--- src/design/serial_port_regs.vh ---
// Register indices, field positions, reset values and timing counts
// for the four-mode serial port.
// Assumes byte address = 4 * index on a 32-bit APB bus.
`ifndef SERIAL_PORT_REGS_VH
`define SERIAL_PORT_REGS_VH
// ----------------------------------------------------------------
// Register indices
// ----------------------------------------------------------------
`define IDX_INT_FLAGS 8'hFB
`define IDX_CTRL_HIGH 8'hFC
`define IDX_CTRL_LOW 8'hFD
`define IDX_DATA 8'hFE
`define IDX_BAUD_DIV 8'hFF
// ----------------------------------------------------------------
// Field positions
// ----------------------------------------------------------------
`define CH_MODE_HI 7
`define CH_MODE_LO 6
`define CH_MP_EN 5
`define CH_RX_EN 4
`define CH_TX_NINTH 3
`define CH_RX_NINTH 2
`define CL_PAR_GEN 7
`define CL_TX_PSEL 6
`define CL_RX_PSEL 5
`define CL_PAR_ERR 4
`define CL_CLK_HI 3
`define CL_CLK_LO 2
`define IF_TX_STATUS 0
`define IF_RX_STATUS 1
`define IF_TX_IRQ 2
`define IF_RX_IRQ 3
// ----------------------------------------------------------------
// Mode encodings and reset values
// ----------------------------------------------------------------
`define MODE_SYNC 2'h0
`define MODE_ASYNC8 2'h1
`define MODE_FIXED9 2'h2
`define MODE_VAR9 2'h3
`define RESET_BYTE 8'h00
// ----------------------------------------------------------------
// Timing counts, in sixteenth-bit ticks
// ----------------------------------------------------------------
`define SUB_LAST 4'hF
`define SUB_MID 4'h7
`define SUB_SYNC_SAMPLE 4'hB
`endif

--- src/design/four_mode_serial_port.v ---
// Four-mode serial port: synchronous master shifter, 8-bit async,
// fixed-rate and variable-rate 9-bit async, with an APB register file.
// Assumes one 50 MHz clock; the receive line is a pin and is
// synchronised here, and the CPU acknowledge inputs are on this clock.
`timescale 1ns/1ps
`include "serial_port_regs.vh"

module four_mode_serial_port (
  // Clock and reset
  input wire clock,
  input wire rstn,
  // APB slave
  input wire psel,
  input wire penable,
  input wire pwrite,
  input wire [11:0] paddr,
  input wire [31:0] pwdata,
  output reg [31:0] prdata,
  output reg pready,
  output reg pslverr,
  // Serial pins
  input wire rxd_in,
  output reg rxd_out,
  output reg rxd_oe,
  output reg txd,
  // Interrupt requests and CPU acknowledges
  output reg tx_irq_request,
  output reg rx_irq_request,
  input wire tx_irq_ack,
  input wire rx_irq_ack
);

  // ----------------------------------------------------------------
  // Constants and functions
  // ----------------------------------------------------------------
  localparam TX_IDLE = 1'b0;
  localparam TX_RUN = 1'b1;
  localparam RX_IDLE = 1'b0;
  localparam RX_RUN = 1'b1;

  // Byte address match of a register index.
  function reg_hit;
    input [11:0] addr;
    input [7:0] idx;
    begin
      reg_hit = (addr == {2'b00, idx, 2'b00});
    end
  endfunction

  // Last prescaler count for the selected serial clock.
  function [2:0] pre_limit;
    input [1:0] sel;
    begin
      case (sel)
        2'h0: pre_limit = 3'h7;
        2'h1: pre_limit = 3'h3;
        2'h2: pre_limit = 3'h1;
        default: pre_limit = 3'h0;
      endcase
    end
  endfunction

  // ----------------------------------------------------------------
  // Registers and signals
  // ----------------------------------------------------------------
  reg [7:0] ctrl_high_r;
  reg [7:0] ctrl_low_r;
  reg [7:0] baud_div_r;
  reg [7:0] tx_buf_r;
  reg tx_pend_r;
  reg [7:0] rx_buf_r;
  reg tx_status_r;
  reg rx_status_r;
  reg [2:0] pre_cnt_r;
  reg [7:0] baud_cnt_r;
  reg rx_s1_r;
  reg rx_s2_r;
  reg rx_s3_r;
  reg rx_line_r;
  reg rx_prev_r;
  reg tx_state_r;
  reg sync_rx_r;
  reg [10:0] tx_shift_r;
  reg [3:0] tx_bits_r;
  reg [3:0] tx_sub_r;
  reg [7:0] sync_in_r;
  reg rx_state_r;
  reg [3:0] rx_sub_r;
  reg [3:0] rx_idx_r;
  reg [7:0] rx_data_r;

  wire [1:0] mode = ctrl_high_r[`CH_MODE_HI:`CH_MODE_LO];
  wire mp_en = ctrl_high_r[`CH_MP_EN];
  wire par_gen = ctrl_low_r[`CL_PAR_GEN];
  wire wr_en = psel & penable & pready & pwrite;
  wire rx_en_set = wr_en & reg_hit(paddr, `IDX_CTRL_HIGH) &
                   pwdata[`CH_RX_EN] & ~ctrl_high_r[`CH_RX_EN];
  wire sclk_en = (pre_cnt_r == pre_limit(ctrl_low_r[`CL_CLK_HI:`CL_CLK_LO]));
  reg tick16;
  wire tx_end_bit = (tx_state_r == TX_RUN) & tick16 &
                    (tx_sub_r == `SUB_LAST);
  wire rx_mid = (rx_state_r == RX_RUN) & tick16 & (rx_sub_r == `SUB_MID);
  wire nine_bit = mode[1];
  wire tx_ninth = par_gen ?
                  (ctrl_low_r[`CL_TX_PSEL] ^ (^tx_buf_r)) :
                  ctrl_high_r[`CH_TX_NINTH];
  wire rx_par_exp = ctrl_low_r[`CL_RX_PSEL] ^ (^rx_data_r);
  reg tx_done_set;
  reg rx_done_set;
  reg rx_irq_set;
  reg rx_par_bad;

  // ----------------------------------------------------------------
  // Baud generation
  // ----------------------------------------------------------------
  // clock select
  // The prescaler yields one enable per selected serial clock period.
  always @(posedge clock or negedge rstn) begin
    if (!rstn) begin
      pre_cnt_r <= 3'h0;
      baud_cnt_r <= 8'h00;
    end else begin
      pre_cnt_r <= sclk_en ? 3'h0 : pre_cnt_r + 3'h1;
      if (sclk_en) begin
        baud_cnt_r <= (baud_cnt_r >= baud_div_r) ? 8'h00 :
                      baud_cnt_r + 8'h01;
      end
    end
  end

  // Sixteen ticks make one bit. The divisor counter runs free, so the
  // first bit of a frame may be up to one tick short; that costs at most
  // one sixteenth of a bit.
  always @* begin
    if (mode == `MODE_FIXED9) begin
      tick16 = 1'b1;
    end else begin
      tick16 = sclk_en & (baud_cnt_r >= baud_div_r);
    end
  end

  // ----------------------------------------------------------------
  // Receive pin synchroniser
  // ----------------------------------------------------------------
  // Three stages; the filtered level only moves when stages two and
  // three agree, which rejects a single-cycle glitch.
  always @(posedge clock or negedge rstn) begin
    if (!rstn) begin
      rx_s1_r <= 1'b1;
      rx_s2_r <= 1'b1;
      rx_s3_r <= 1'b1;
      rx_line_r <= 1'b1;
      rx_prev_r <= 1'b1;
    end else begin
      rx_s1_r <= rxd_in;
      rx_s2_r <= rx_s1_r;
      rx_s3_r <= rx_s2_r;
      if (rx_s2_r == rx_s3_r) begin
        rx_line_r <= rx_s3_r;
      end
      rx_prev_r <= rx_line_r;
    end
  end

  // ----------------------------------------------------------------
  // Transmit and synchronous engine
  // ----------------------------------------------------------------
  // One engine serves both directions of mode 0, since that mode is
  // half duplex, and the transmit side of the async modes.
  always @(posedge clock or negedge rstn) begin
    if (!rstn) begin
      tx_state_r <= TX_IDLE;
      sync_rx_r <= 1'b0;
      tx_shift_r <= 11'h7FF;
      tx_bits_r <= 4'h0;
      tx_sub_r <= 4'h0;
      sync_in_r <= 8'h00;
    end else begin
      case (tx_state_r)
        TX_IDLE: begin
          tx_sub_r <= 4'h0;
          if (mode == `MODE_SYNC && rx_en_set) begin
            tx_state_r <= TX_RUN;
            sync_rx_r <= 1'b1;
            tx_shift_r <= 11'h7FF;
            tx_bits_r <= 4'h8;
          end else if (tx_pend_r) begin
            tx_state_r <= TX_RUN;
            sync_rx_r <= 1'b0;
            if (mode == `MODE_SYNC) begin
              tx_shift_r <= {3'b111, tx_buf_r};
              tx_bits_r <= 4'h8;
            end else if (nine_bit) begin
              tx_shift_r <= {1'b1, tx_ninth, tx_buf_r, 1'b0};
              tx_bits_r <= 4'hB;
            end else begin
              tx_shift_r <= {2'b11, tx_buf_r, 1'b0};
              tx_bits_r <= 4'hA;
            end
          end
        end
        TX_RUN: begin
          if (tick16) begin
            tx_sub_r <= tx_sub_r + 4'h1;
          end
          // Sample on the rising half of the shift clock.
          if (tick16 && tx_sub_r == `SUB_SYNC_SAMPLE) begin
            sync_in_r <= {rx_line_r, sync_in_r[7:1]};
          end
          if (tx_end_bit) begin
            tx_shift_r <= {1'b1, tx_shift_r[10:1]};
            tx_bits_r <= tx_bits_r - 4'h1;
            if (tx_bits_r == 4'h1) begin
              tx_state_r <= TX_IDLE;
            end
          end
        end
        default: tx_state_r <= TX_IDLE;
      endcase
    end
  end

  // Completion events of the engine.
  always @* begin
    tx_done_set = 1'b0;
    if (tx_end_bit && !sync_rx_r) begin
      if (mode == `MODE_SYNC) begin
        tx_done_set = (tx_bits_r == 4'h1);
      end else begin
        tx_done_set = (tx_bits_r == 4'h2);
      end
    end
  end

  // Pin drivers, all registered.
  always @(posedge clock or negedge rstn) begin
    if (!rstn) begin
      txd <= 1'b1;
      rxd_out <= 1'b1;
      rxd_oe <= 1'b0;
    end else if (tx_state_r == TX_RUN && mode == `MODE_SYNC) begin
      txd <= tx_sub_r[3];
      rxd_out <= tx_shift_r[0];
      rxd_oe <= ~sync_rx_r;
    end else if (tx_state_r == TX_RUN) begin
      txd <= tx_shift_r[0];
      rxd_out <= 1'b1;
      rxd_oe <= 1'b0;
    end else begin
      txd <= 1'b1;
      rxd_out <= 1'b1;
      rxd_oe <= 1'b0;
    end
  end

  // ----------------------------------------------------------------
  // Asynchronous receiver
  // ----------------------------------------------------------------
  // Bit index 0 is the start bit, 1..8 the data, 9 the stop or ninth.
  always @(posedge clock or negedge rstn) begin
    if (!rstn) begin
      rx_state_r <= RX_IDLE;
      rx_sub_r <= 4'h0;
      rx_idx_r <= 4'h0;
      rx_data_r <= 8'h00;
    end else begin
      case (rx_state_r)
        RX_IDLE: begin
          rx_sub_r <= 4'h0;
          rx_idx_r <= 4'h0;
          if (mode != `MODE_SYNC && ctrl_high_r[`CH_RX_EN] &&
              rx_prev_r && !rx_line_r) begin
            rx_state_r <= RX_RUN;
          end
        end
        RX_RUN: begin
          if (tick16) begin
            rx_sub_r <= rx_sub_r + 4'h1;
            if (rx_sub_r == `SUB_LAST) begin
              rx_idx_r <= rx_idx_r + 4'h1;
            end
          end
          if (rx_mid) begin
            if (rx_idx_r == 4'h0 && rx_line_r) begin
              rx_state_r <= RX_IDLE;
            end else if (rx_idx_r >= 4'h1 && rx_idx_r <= 4'h8) begin
              rx_data_r <= {rx_line_r, rx_data_r[7:1]};
            end else if (rx_idx_r == 4'h9) begin
              // The stop of a 9-bit frame is not examined.
              rx_state_r <= RX_IDLE;
            end
          end
          if (mode == `MODE_SYNC || !ctrl_high_r[`CH_RX_EN]) begin
            rx_state_r <= RX_IDLE;
          end
        end
        default: rx_state_r <= RX_IDLE;
      endcase
    end
  end

  // Receive completion, interrupt gating and parity check.
  always @* begin
    rx_done_set = 1'b0;
    rx_irq_set = 1'b0;
    rx_par_bad = 1'b0;
    if (tx_end_bit && sync_rx_r && tx_bits_r == 4'h1) begin
      rx_done_set = 1'b1;
      rx_irq_set = 1'b1;
    end else if (rx_mid && rx_idx_r == 4'h9 &&
                 ctrl_high_r[`CH_RX_EN] && mode != `MODE_SYNC) begin
      rx_done_set = 1'b1;
      if (nine_bit) begin
        rx_irq_set = ~mp_en | rx_line_r;
        rx_par_bad = par_gen & (rx_line_r != rx_par_exp);
      end else begin
        rx_irq_set = ~mp_en | rx_line_r;
      end
    end
  end

  // ----------------------------------------------------------------
  // Flags
  // ----------------------------------------------------------------
  // Hardware set wins over acknowledge and software clear.
  always @(posedge clock or negedge rstn) begin
    if (!rstn) begin
      tx_irq_request <= 1'b0;
      rx_irq_request <= 1'b0;
      tx_status_r <= 1'b0;
      rx_status_r <= 1'b0;
    end else begin
      tx_irq_request <= tx_done_set | (tx_irq_request & ~tx_irq_ack);
      rx_irq_request <= rx_irq_set | (rx_irq_request & ~rx_irq_ack);
      tx_status_r <= tx_done_set | (tx_status_r & ~(wr_en &
                     reg_hit(paddr, `IDX_INT_FLAGS) &
                     pwdata[`IF_TX_STATUS]));
      rx_status_r <= rx_irq_set | (rx_status_r & ~(wr_en &
                     reg_hit(paddr, `IDX_INT_FLAGS) &
                     pwdata[`IF_RX_STATUS]));
    end
  end

  // ----------------------------------------------------------------
  // Register file
  // ----------------------------------------------------------------
  // Software writes come first; hardware updates below them win the
  // same bit, so an event is never lost to a concurrent write.
  always @(posedge clock or negedge rstn) begin
    if (!rstn) begin
      ctrl_high_r <= `RESET_BYTE;
      ctrl_low_r <= `RESET_BYTE;
      baud_div_r <= `RESET_BYTE;
      tx_buf_r <= `RESET_BYTE;
      tx_pend_r <= 1'b0;
      rx_buf_r <= `RESET_BYTE;
    end else begin
      if (wr_en && reg_hit(paddr, `IDX_CTRL_HIGH)) begin
        ctrl_high_r <= {pwdata[7:2], 2'b00};
      end
      if (wr_en && reg_hit(paddr, `IDX_CTRL_LOW)) begin
        ctrl_low_r <= {pwdata[7:2], 2'b00};
      end
      if (wr_en && reg_hit(paddr, `IDX_BAUD_DIV)) begin
        baud_div_r <= pwdata[7:0];
      end
      if (wr_en && reg_hit(paddr, `IDX_DATA)) begin
        tx_buf_r <= pwdata[7:0];
        tx_pend_r <= 1'b1;
      end else if (tx_state_r == TX_IDLE && !(mode == `MODE_SYNC &&
                   rx_en_set)) begin
        tx_pend_r <= 1'b0;
      end
      if (rx_done_set && nine_bit && !sync_rx_r) begin
        ctrl_high_r[`CH_RX_NINTH] <= rx_line_r;
      end
      if (rx_par_bad) begin
        ctrl_low_r[`CL_PAR_ERR] <= 1'b1;
      end
      if (rx_done_set) begin
        rx_buf_r <= sync_rx_r ? sync_in_r : rx_data_r;
      end
      // A sync receive is one byte; the enable drops when it ends.
      if (rx_done_set && sync_rx_r) begin
        ctrl_high_r[`CH_RX_EN] <= 1'b0;
      end
    end
  end

  // ----------------------------------------------------------------
  // APB answer
  // ----------------------------------------------------------------
  // One wait state, so that read data and ready both come from flops.
  always @(posedge clock or negedge rstn) begin
    if (!rstn) begin
      pready <= 1'b0;
      pslverr <= 1'b0;
      prdata <= 32'h00000000;
    end else begin
      pready <= psel & penable & ~pready;
      pslverr <= psel & penable & ~pready &
                 ~(reg_hit(paddr, `IDX_INT_FLAGS) |
                   reg_hit(paddr, `IDX_CTRL_HIGH) |
                   reg_hit(paddr, `IDX_CTRL_LOW) |
                   reg_hit(paddr, `IDX_DATA) |
                   reg_hit(paddr, `IDX_BAUD_DIV));
      prdata <= 32'h00000000;
      if (psel && penable && !pready && !pwrite) begin
        if (reg_hit(paddr, `IDX_INT_FLAGS)) begin
          prdata <= {28'h0000000, rx_irq_request, tx_irq_request,
                     rx_status_r, tx_status_r};
        end else if (reg_hit(paddr, `IDX_CTRL_HIGH)) begin
          prdata <= {24'h000000, ctrl_high_r};
        end else if (reg_hit(paddr, `IDX_CTRL_LOW)) begin
          prdata <= {24'h000000, ctrl_low_r};
        end else if (reg_hit(paddr, `IDX_DATA)) begin
          prdata <= {24'h000000, rx_buf_r};
        end else if (reg_hit(paddr, `IDX_BAUD_DIV)) begin
          prdata <= {24'h000000, baud_div_r};
        end
      end
    end
  end

endmodule

--- config.mk ---
export PLATFORM = sky130hd
export DESIGN_NAME = four_mode_serial_port
export DESIGN_NICKNAME = d
export VERILOG_FILES = /design/src/design/four_mode_serial_port.v
export VERILOG_INCLUDE_DIRS = /design/src /design/src/design
export SDC_FILE = /design/constraint.sdc
export NUM_CORES = 1
export LEC_CHECK = 0
export BUFFER_PORTS_ARGS = -buffer_cell sky130_fd_sc_hd__buf_2
export CAP_MARGIN = 5
export CORE_ASPECT_RATIO = 0.75
export CORE_UTILIZATION = 55
export CTS_CLUSTER_DIAMETER = 60
export DETAILED_ROUTE_END_ITERATION = 10
export HOLD_SLACK_MARGIN = 0.1
export PLACE_DENSITY = 0.78
export SLEW_MARGIN = 20
export SYNTH_ARGS = -nofsm -noshare
export SYNTH_HDL_FRONTEND = slang
export SYNTH_SLANG_ARGS = --single-unit
export TNS_END_PERCENT = 1
--- constraint.sdc ---
create_clock -name clock -period 5.9 [get_ports clock]
set_input_delay 0.885 -clock clock [delete_from_list [all_inputs] [get_ports clock]]
set_output_delay 0.885 -clock clock [all_outputs]
set_load 0.05 [all_outputs]
==> summary.md, run 1 <==
| Metric | Value |
|---|---|
| Status | finished, final reports clean |
| Yosys reg bits | 115 |
| Pins Over Slew Limit | 0 |
| Die footprint | 0.0113 mm2 |
| Setup Fix Bufs, Post-CTS | 0 |
| Clock slew seen by the registers of the worst setup and hold paths | 0.05 ns |
| FF/Latch Area | 0.00290 mm2 |
| Min Tclk post-route | 3.00 ns |
| Routed WL | 13,400 um |
| Final setup viols | 0 |
| Met1 WL | 5770 um |
| Root Driver | clkbuf_16 |
| Peak supply drop | 0.244 mV |
| Die H | 92.2 um |
| Wire per inst | 18.3 um |
| CTS tree | done |
| Power per cell area | 293 mW/mm2 |
| Gate Count Post-Synth | 539 |
| CP Class | in2reg |
| CP arrival | 3.33 ns |
| Netlist Area Pre-Place | 0.00596 mm2 |
| HPWL after detailed placement | 9250 um |
| Clk sinks | 115 |
| Post-synth cell types | 56 |
| Row count | 32 |
| Slew HR | 34.1% |
| Num CTS Buffers | 17 |
| Worst Tran Pin Value | 0.984 ns |
| Clock latency on the worst-skew pair | 0.41 ns |
| Seq/Total Area, Yosys | 48.6% |
| Met3 routed WL | 952 um |
| Worst Path Required | 6.23 ns |
| First-pass GRT wire length | 21,700 um |
| DRT antenna net count | 0 |
| Setup_tns | 0 ns |
| H-tree depth | 4 |
| I/O Pins | 91 |
| Unrepaired setup endpoints after global routing | false |
| Fillers | 789 |
| CP Capture Type | flop |
| Post-synth EDFFs | 0 |
| Total GRT Usage | 26.1% |
| Resized Gates After CTS | 0 |
| Vias per std cell | 5.93 |
| DRC Markers | 0 |
| DR WL met2 | 6430 um |
| Die X | 122 um |
| Initial antenna violation count | 0 |
| Fraction of registers with async set/reset | 100% |
| Final worst-path cycle share | 50.9% |
| Placer Congestion | 0.848 |
| Largest net degree at the start of global routing | 90 |
| Multi-input gate area | 0.00279 mm2 |
| 1st-pass router iterations | 5 |
| DR vias | 4,355 |
| Clk buf depth | 2 |
| Element type at the critical path start | input port |
| CTS Hold Buffers Added | 0 |
| Synthesis-to-finish area growth | 14.9% |
| Synthesized area per cell | 11.1 um2 |
| Final nets | 656 |
| DR top layer | met4 |
| Final hold violations | 0 |
| 1st-iter DRT viols | 384 |
| Fin Clk Skew | 0.00848 ns |
| Grt total ovfl | 0 |
| Port Buffers | 42 |
| Max-capacitance violation count | 0 |
| Top FF cell, synth | dfrtp_1 |
| Leak | 3.18 nW |
| Vias in the first global route | 4,252 |
| Fmax | 333 MHz |
| Core area | 0.0104 mm2 |
| Share of layout cells above drive strength 1 | 23.9% |
| Diode count | 0 |
| Worst min path class | reg2reg |
| Worst hold slack | 0.355 ns |
| Starting density of the core | 57.3% |
| Worst-path maximum fanout | 12 |
| Synth warn | 0 |
==> final timing paths <==
path / cells after the start / end / slack (ns) / startpoint
setup / recovery: 7 / tx_shift_r[4]$_DFFE_PN1P_ / 2.90 / paddr[11]
hold / removal: 0 / rx_s2_r$_DFF_PN1_ / 0.36 / rx_s1_r$_DFF_PN1_
setup reg to reg: 6 / rx_buf_r[0]$_DFFE_PN0N_ / 3.07 / tx_state_r$_DFF_PN0_
hold reg to reg: 0 / rx_s2_r$_DFF_PN1_ / 0.36 / rx_s1_r$_DFF_PN1_
max in group asynchronous: 2 / baud_cnt_r[4]$_DFFE_PN0N_ / 4.42 / rstn
min in group asynchronous: 1 / prdata[4]$_DFF_PN0_ / 0.39 / rstn
==> cell usage in the layout (no fill, tap or decap), drive strengths merged, types with 4 or more instances in the layout <==
cell type  Yosys  routed
inv           27      27
nand4          7       7
mux4           6       6
or3            8       8
o22ai          9       9
nor2b          7       7
nor2          24      24
clkbuf        12      22
nand3         19      19
o211ai         4       4
and2           4       4
ha            19      19
nor3           8       8
conb           1      24
dfstp         17      17
xnor2         23      23
a2bb2oi        8       8
bufinv         0       5
nand2         43      43
dfrtp         98      98
mux2i          8       8
a21oi         16      16
buf           30      46
clkinv         0       5
nor4           5       5
and3           4       4
a22oi          4       4
o21ai         27      27
nand2b         7       7
o31ai          5       5
mux2          59      59
==> cell type report <==
| type | count | share of cell area [%] |
|---|---|---|
| clock buffer | 22 | 6.78 |
| clock inverter | 10 | 2.61 |
| inverter | 27 | 1.48 |
| multi-input combinational | 378 | 40.7 |
| sequential | 115 | 42.3 |
| tap | 136 | 2.48 |
| timing repair buffer | 46 | 3.60 |
==> synthesized netlist by cell type, types with 2 or more instances <==
master	number	share of area (%)
o22ai_1	9	0.94
nand3_1	19	1.6
nand4_1	7	0.73
xor2_1	3	0.44
nor3_1	7	0.59
mux2_1	21	4.0
a21oi_1	16	1.3
a2bb2oi_1	8	1.2
dfrtp_1	98	41
ha_1	19	4.0
o211ai_1	4	0.50
or4_1	3	0.38
buf_4	25	3.1
clkbuf_1	12	0.76
o21ai_0	24	2.0
nand4b_1	2	0.29
xnor2_1	23	3.4
o41ai_1	2	0.29
nor2_1	23	1.4
o31ai_1	5	0.63
nor2b_1	7	0.73
buf_2	5	0.42
mux2i_1	8	1.3
mux4_2	6	2.3
mux2_2	38	7.2
nor4_1	4	0.42
nand2b_1	7	0.73
or3_1	8	0.84
nand2_1	43	2.7
a22o_1	2	0.29
o21a_1	3	0.38
a31oi_1	2	0.21
and2_1	4	0.42
a22oi_1	4	0.50
inv_1	27	1.7
and3_1	4	0.42
o21ai_1	2	0.17
dfstp_2	17	7.5
==> sequential cells by signal, summed over array words and instances (netlist names), 3 cells and up <==
register     cells
baud_div_r       8
baud_cnt_r       8
prdata           8
tx_bits_r        4
ctrl_low_r       6
tx_sub_r         4
sync_in_r        8
tx_shift_r      10
rx_buf_r         8
rx_sub_r         4
rx_idx_r         4
pre_cnt_r        3
ctrl_high_r      6
tx_buf_r         8
rx_data_r        8
==> through the flow <==
step	utilization, %	power [mW]	std cells	worst slack [ns]	instance area (um2)
2_1_floorplan	-	0.878	562	3.22	6050
3_3_place_gp	59.6	0.897	702	2.60	6200
3_5_place_dp	59.6	0.899	702	2.50	6200
4_1_cts	65.8	2.02	734	2.91	6850
5_1_grt	65.8	2.06	734	2.75	6850
6_report	65.8	2.01	734	2.90	6850
==> logic make-up (layout without fill, tap and decap cells) <==
logic type | count (synthesis) | count (layout) | synth area share, %
compound gates | 88 | 88 | 9.61
other cells | 1 | 24 | 0.0629
flops | 115 | 115 | 48.6
simple gates | 147 | 147 | 12.9
fa+ha+maj | 20 | 20 | 4.16
buf+inv | 69 | 105 | 6.02
mux | 73 | 73 | 14.8
xor+xnor | 26 | 26 | 3.82
==> worst max-delay path, cell delays in order <==
cell and delay (ns):
buf_2 0.10, or3b_4 0.41, nor4_4 0.45, and3_1 0.52, o21ai_1 0.19, o21a_1 0.36
mux2_1 0.41
==> report_power, final <==
part | internal, mW | switching (mW) | leakage (nW) | total [mW]
logic | 0.0164 | 0.0683 | 1.37 | 0.0847
clock network | 0.769 | 0.351 | 0.318 | 1.12
registers | 0.797 | 0.00447 | 1.49 | 0.801
==> metal layers <==
| metal | vias up | global-route usage, % |
|---|---|---|
| met1 | 2172 | 35.8 |
| li1 | 1968 | - |
| met5 | - | 0 |
| met4 | 0 | 9.15 |
| met2 | 187 | 39.8 |
| met3 | 28 | 6.78 |
(Power assumes the default switching activity.)
==> run 2, diff against run 1 <==
==> constraint.sdc (replaced) <==
create_clock -name clock -period 2.85 [get_ports clock]
set_input_delay 0.4275 -clock clock [delete_from_list [all_inputs] [get_ports clock]]
set_output_delay 0.4275 -clock clock [all_outputs]
set_load 0.05 [all_outputs]
==> summary.md, run 2 (synthesis gave the netlist of run 1 again) <==
| Metric | Value |
|---|---|
| Status | finished, final reports clean |
| Power per cell area | 576 mW/mm2 (+97%) |
| Die footprint | 0.0113 mm2 (unchanged) |
| Die H | 92.2 um (unchanged) |
| Worst min path class | in2reg |
| Clk pwr share | 53.9% (-1.9 points) |
| Clk sinks | 115 (unchanged) |
| Fillers | 774 (-1.9%) |
| Root Driver | clkbuf_16 |
| Worst Path Required | 3.14 ns (-3.09 ns) |
| Total GRT Usage | 25.1% (-1.0 points) |
| Row count | 32 (unchanged) |
| DR vias | 4,268 (-2.0%) |
| 1st-iter DRT viols | 280 (-27%) |
| Min Tclk post-route | 2.71 ns |
| CP arrival | 3.00 ns (-0.33 ns) |
| Starting density of the core | 57.3% (unchanged) |
| Final hold violations | 0 (unchanged) |
| Vias per std cell | 5.72 (-3.6%) |
| CP Capture Type | flop |
| Final nets | 668 (+1.8%) |
| Resized Gates After CTS | 0 (unchanged) |
| Combinational share of power | 4.5% (+0.3 points) |
| Worst-path maximum fanout | 19 (+7) |
| CTS tree | done |
| Wire per inst | 17.4 um (-4.6%) |
| DRC Markers | 0 (unchanged) |
| Final non-filler cell total | 746 (+1.6%) |
| Synthesis-to-finish area growth | 16.2% |
| Grt total ovfl | 0 (unchanged) |
| Final setup margin | 0.137 ns (-2.76 ns) |
| Core area | 0.0104 mm2 (unchanged) |
| Final worst-path cycle share | 95.2% |
| Element type at the critical path start | flop |
| Most frequent cells in the layout | 98 x dfrtp_1, 43 x nand2_1, 41 x buf_2, 38 x mux2_2, 27 x inv_1 |
| Port Buffers | 42 (unchanged) |
| HPWL after detailed placement | 9290 um (+0.40%) |
| Fin Clk Skew | 0.0105 ns (+0.00200 ns) |
| Post-route cell area | 0.00693 mm2 (+1.1%) |
| Slew HR | 40.3% (+6.2 points) |
| Max-capacitance violation count | 0 (unchanged) |
| Seq pwr share | 41.6% (+1.7 points) |
| Share of layout cells above drive strength 1 | 25.2% (+1.3 points) |
| Num CTS Buffers | 17 (unchanged) |
| Setup_tns | 0 ns (unchanged) |
| DRT antenna net count | 0 (unchanged) |
| DR WL met2 | 5910 um (-8.1%) |
| Met1 WL | 6000 um (+3.8%) |
| Switching fraction of total power | 21.8% (+0.65 points) |
| Peak supply drop | 0.448 mV (+84%) |
| Unrepaired setup endpoints after global routing | false |
| DR top layer | met4 |
| Vias in the first global route | 4,195 (-1.3%) |
| H-tree depth | 4 (unchanged) |
| Place WS | 0.219 ns (-2.28 ns) |
| I/O Pins | 91 (unchanged) |
| Routed WL | 13,000 um (-3.1%) |
| Leak | 3.23 nW (+1.5%) |
| 1st-pass router iterations | 5 (unchanged) |
| Int Pwr | 3.12 mW (+97%) |
| Switching power | 0.870 mW (+110%) |
| Post-DP Area | 0.00631 mm2 (+1.7%) |
| Met3 routed WL | 976 um (+2.5%) |
| Placer Congestion | 0.846 (-0.22%) |
| Clock latency on the worst-skew pair | 0.42 ns (about the same) |
| Worst Tran Pin Value | 0.892 ns (-0.0927 ns) |
| Worst hold slack | 0.114 ns (-0.241 ns) |
| Fmax | 369 MHz |
| Clk buf depth | 2 (unchanged) |
| Largest register FFs | 10 (unchanged) |
| Diode count | 0 (unchanged) |
| Final setup viols | 0 (unchanged) |
| Largest Register | tx_shift_r |
| Pins Over Slew Limit | 0 (unchanged) |
| Cells after DPL | 713 (+1.6%) |
| Die X | 122 um (unchanged) |
| Initial antenna violation count | 0 (unchanged) |
| Most common cell after layout, fill and taps aside | dfrtp_1 |
| Largest net degree at the start of global routing | 57 (-37%) |
| Clock slew seen by the registers of the worst setup and hold paths | 0.05 ns (about the same) |
| CP Class | reg2reg |
| First-pass GRT wire length | 21,200 um (-2.6%) |
-- run 2: path summary, 6_finish.rpt --
path / startpoint / endpoint / slack, ns / cells past startpoint
min in group asynchronous: rstn / sync_rx_r$_DFFE_PN0P_ / 0.44 / 2
worst min register to register: rx_s1_r$_DFF_PN1_ / rx_s2_r$_DFF_PN1_ / 0.35 / 0
max in group asynchronous: rstn / baud_div_r[3]$_DFFE_PN0P_ / 1.60 / 3
worst min-delay path: rxd_in / rx_s1_r$_DFF_PN1_ / 0.11 / 1
worst max register to register: baud_div_r[1]$_DFFE_PN0P_ / rx_data_r[1]$_DFFE_PN0P_ / 0.14 / 9
worst max-delay path: baud_div_r[1]$_DFFE_PN0P_ / rx_data_r[1]$_DFFE_PN0P_ / 0.14 / 9
-- run 2: layout make-up --
type                       count  area, um2  area share [%]
sequential                   115       2900            41.9
clock inverter                10        130            1.88
multi-input combinational    378       2790            40.3
timing repair buffer          58        360            5.20
clock buffer                  22        474            6.85
tap                          136        170            2.46
inverter                      27        101            1.46
-- run 2: worst max-delay path: stages (launching register included) --
cell and delay, ns:
dfrtp_1 0.38, inv_1 0.08, ha_1 0.31, nor2b_1 0.17, o211ai_1 0.11, a31oi_1 0.33, o21ai_2 0.18, buf_12 0.18
a211oi_4 0.45, mux2_2 0.40
-- run 2: repair_timing --
| action | in CTS | in global routing |
|---|---|---|
| endpoints found under the hold margin | 7 | 0 |
| hold buffers | 1 | 0 |
| setup buffers | 0 | 0 |
-- run 2: layer usage --
metal | vias to the layer above | global-route usage, %
met5 | - | 0
met4 | 0 | 6.40
met3 | 10 | 8.15
met2 | 163 | 37.5
met1 | 2105 | 35.1
li1 | 1990 | -
-- run 2: metrics by stage --
| step | util [%] | power, mW |
|---|---|---|
| floorplan | - | 1.82 |
| global placement | 60.6 | 1.86 |
| detailed placement | 60.6 | 1.87 |
| CTS | 66.5 | 4.01 |
| global route | 66.5 | 4.11 |
| finish | 66.5 | 3.99 |
-- run 2: power groups by stage --
stage               sequential (mW)  clock [mW]  combinational, mW
floorplan                      1.69           0              0.129
global placement               1.68           0              0.178
detailed placement             1.69           0              0.180
CTS                            1.66        2.17              0.181
global route                   1.66        2.25              0.195
finish                         1.66        2.15              0.180
==> run 3, diff against run 2 <==
--- a/config.mk
+++ b/config.mk
@@ -13,7 +13,7 @@
 export CTS_CLUSTER_DIAMETER = 60
 export DETAILED_ROUTE_END_ITERATION = 10
 export HOLD_SLACK_MARGIN = 0.1
-export PLACE_DENSITY = 0.78
+export PLACE_DENSITY = 0.79
 export SLEW_MARGIN = 20
 export SYNTH_ARGS = -nofsm -noshare
 export SYNTH_HDL_FRONTEND = slang
==> summary.md, run 3 (synthesis gave the netlist of run 1 again) <==
| Metric | Value |
|---|---|
| Grt total ovfl | 0 (unchanged) |
| Final worst-path cycle share | 95.8% (+0.60 points) |
| Vias in the first global route | 4,329 (+3.2%) |
| Leak | 3.24 nW (+0.36%) |
| HPWL after detailed placement | 9440 um (+1.7%) |
| DRC Markers | 0 (unchanged) |
| First-pass GRT wire length | 22,000 um (+4.1%) |
| Core area | 0.0104 mm2 (unchanged) |
| Clk buf depth | 2 (unchanged) |
| Worst min path class | in2reg |
| Peak supply drop | 0.380 mV (-15%) |
| Final hold violations | 0 (unchanged) |
| Power per cell area | 576 mW/mm2 (about the same) |
| Wire per inst | 17.7 um (+1.9%) |
| Largest Register | tx_shift_r |
| Unrepaired setup endpoints after global routing | false |
| 1st-iter DRT viols | 415 (+48%) |
| Min Tclk post-route | 2.73 ns (+0.0172 ns) |
| DRT antenna net count | 0 (unchanged) |
| Place WS | 0.119 ns (-0.101 ns) |
| Clk sinks | 115 (unchanged) |
| Die X | 122 um (unchanged) |
| DR vias | 4,409 (+3.3%) |
| Port Buffers | 42 (unchanged) |
| Status | finished, final reports clean |
| CP Class | reg2reg |
| Slew HR | 56.1% (+16 points) |
| Initial antenna violation count | 0 (unchanged) |
| Pins Over Slew Limit | 0 (unchanged) |
| Starting density of the core | 57.3% (unchanged) |
| Num CTS Buffers | 17 (unchanged) |
| Final setup margin | 0.120 ns (-0.0172 ns) |
| Largest register FFs | 10 (unchanged) |
| Routed WL | 13,300 um (+2.6%) |
| Worst Path Required | 3.17 ns (+0.03 ns) |
| Total GRT Usage | 26.1% (+1.1 points) |
| Worst-path maximum fanout | 8 (-11) |
| CP arrival | 3.05 ns (+0.05 ns) |
| Fin Clk Skew | 0.00725 ns (-0.00323 ns) |
| Element type at the critical path start | flop |
| Row count | 32 (unchanged) |
| H-tree depth | 4 (unchanged) |
| Diode count | 0 (unchanged) |
| Placer Congestion | 0.869 (+2.7%) |
| Synthesis-to-finish area growth | 16.4% |
| Max-capacitance violation count | 0 (unchanged) |
| 1st-pass router iterations | 5 (unchanged) |
| FF/Latch Area | 0.00290 mm2 (unchanged) |
| Die H | 92.2 um (unchanged) |
| Most common cell after layout, fill and taps aside | dfrtp_1 |
| Most frequent cells in the layout | 98 x dfrtp_1, 43 x nand2_1, 41 x buf_2, 38 x mux2_2, 27 x inv_1 |
| CP Capture Type | flop |
| Fillers | 774 (unchanged) |
| Final setup viols | 0 (unchanged) |
| Worst Tran Pin Value | 0.654 ns (-0.238 ns) |
| I/O Pins | 91 (unchanged) |
| Die footprint | 0.0113 mm2 (unchanged) |
| Largest net degree at the start of global routing | 47 (-18%) |
| Final nets | 673 (+0.75%) |
| Setup Fix Bufs, Post-CTS | 0 (unchanged) |
| Share of layout cells above drive strength 1 | 26.2% (+0.93 points) |
| Vias per std cell | 5.87 (+2.6%) |
| Clock slew seen by the registers of the worst setup and hold paths | 0.05 ns (about the same) |
| Root Driver | clkbuf_16 |
| Setup_tns | 0 ns (unchanged) |
| Clock latency on the worst-skew pair | 0.41 ns (about the same) |
| CTS tree | done |
| Multi-input gate area | 0.00279 mm2 (about the same) |
| Fmax | 366 MHz (-0.63%) |
-- run 3: path summary, 6_finish.rpt --
| check | endpoint | start | cells after the start | slack, ns |
|---|---|---|---|---|
| max | rx_idx_r[3]$_DFFE_PN0P_ | baud_cnt_r[2]$_DFFE_PN0N_ | 9 | 0.12 |
| min | rx_s1_r$_DFF_PN1_ | rxd_in | 1 | 0.12 |
| max reg2reg | rx_idx_r[3]$_DFFE_PN0P_ | baud_cnt_r[2]$_DFFE_PN0N_ | 9 | 0.12 |
| min reg2reg | rx_s2_r$_DFF_PN1_ | rx_s1_r$_DFF_PN1_ | 0 | 0.36 |
| max in group asynchronous | tx_shift_r[9]$_DFFE_PN1P_ | rstn | 3 | 1.43 |
| min in group asynchronous | rx_sub_r[2]$_DFFE_PN0P_ | rstn | 2 | 0.58 |
-- run 3: through the flow --
| step | instances | utilization [%] | instance area [um2] | hold WS, ns | total power [mW] |
|---|---|---|---|---|---|
| 2_1_floorplan | 562 | - | 6050 | 0.132 | 1.82 |
| 3_3_place_gp | 718 | 60.7 | 6320 | 0.346 | 1.86 |
| 3_5_place_dp | 718 | 60.7 | 6320 | 0.350 | 1.87 |
| 4_1_cts | 751 | 66.6 | 6940 | 0.108 | 4.02 |
| 5_1_grt | 751 | 66.7 | 6940 | 0.105 | 4.12 |
| 6_report | 751 | 66.7 | 6940 | 0.120 | 4.00 |
-- run 3: what timing repair did --
item / CTS / global route
gates resized for setup: 0 / 1
hold buffers: 1 / 0
endpoints found under the setup margin: 0 / 25
hold endpoints to repair: 42 / 0
-- run 3: area by class of cell --
class	count	area share, %
clock inverters	10	1.88
repair buffers	63	5.37
multi-input cells	378	40.2
well taps	136	2.45
clock buffers	22	6.83
flip-flops and latches	115	41.8
inverters	27	1.46
-- run 3: per-layer routing --
| metal | global-route usage (%) | vias up | routed length (um) |
|---|---|---|---|
| met5 | 0 | - | 0 |
| met4 | 7.93 | 0 | 149 |
| met3 | 7.28 | 20 | 927 |
| met2 | 38.3 | 185 | 6120 |
| met1 | 37.5 | 2204 | 6130 |
| li1 | - | 2000 | - |
-- run 3: worst max-delay path, cell delays in order (launching register included) --
cell     delay [ns]
dfrtp_1        0.44
ha_1           0.33
and3_1         0.16
o21ai_0        0.09
a31oi_1        0.38
o21ai_2        0.21
buf_4          0.21
buf_4          0.15
or4_1          0.50
a21oi_1        0.17
-- run 3: power by group --
group          leakage, nW  internal [mW]  total, mW  switching [mW]
clock network        0.296           1.43       2.16           0.721
logic                 1.45         0.0371      0.181           0.144
registers             1.49           1.65       1.66          0.0101
total                 3.24           3.12       4.00           0.874
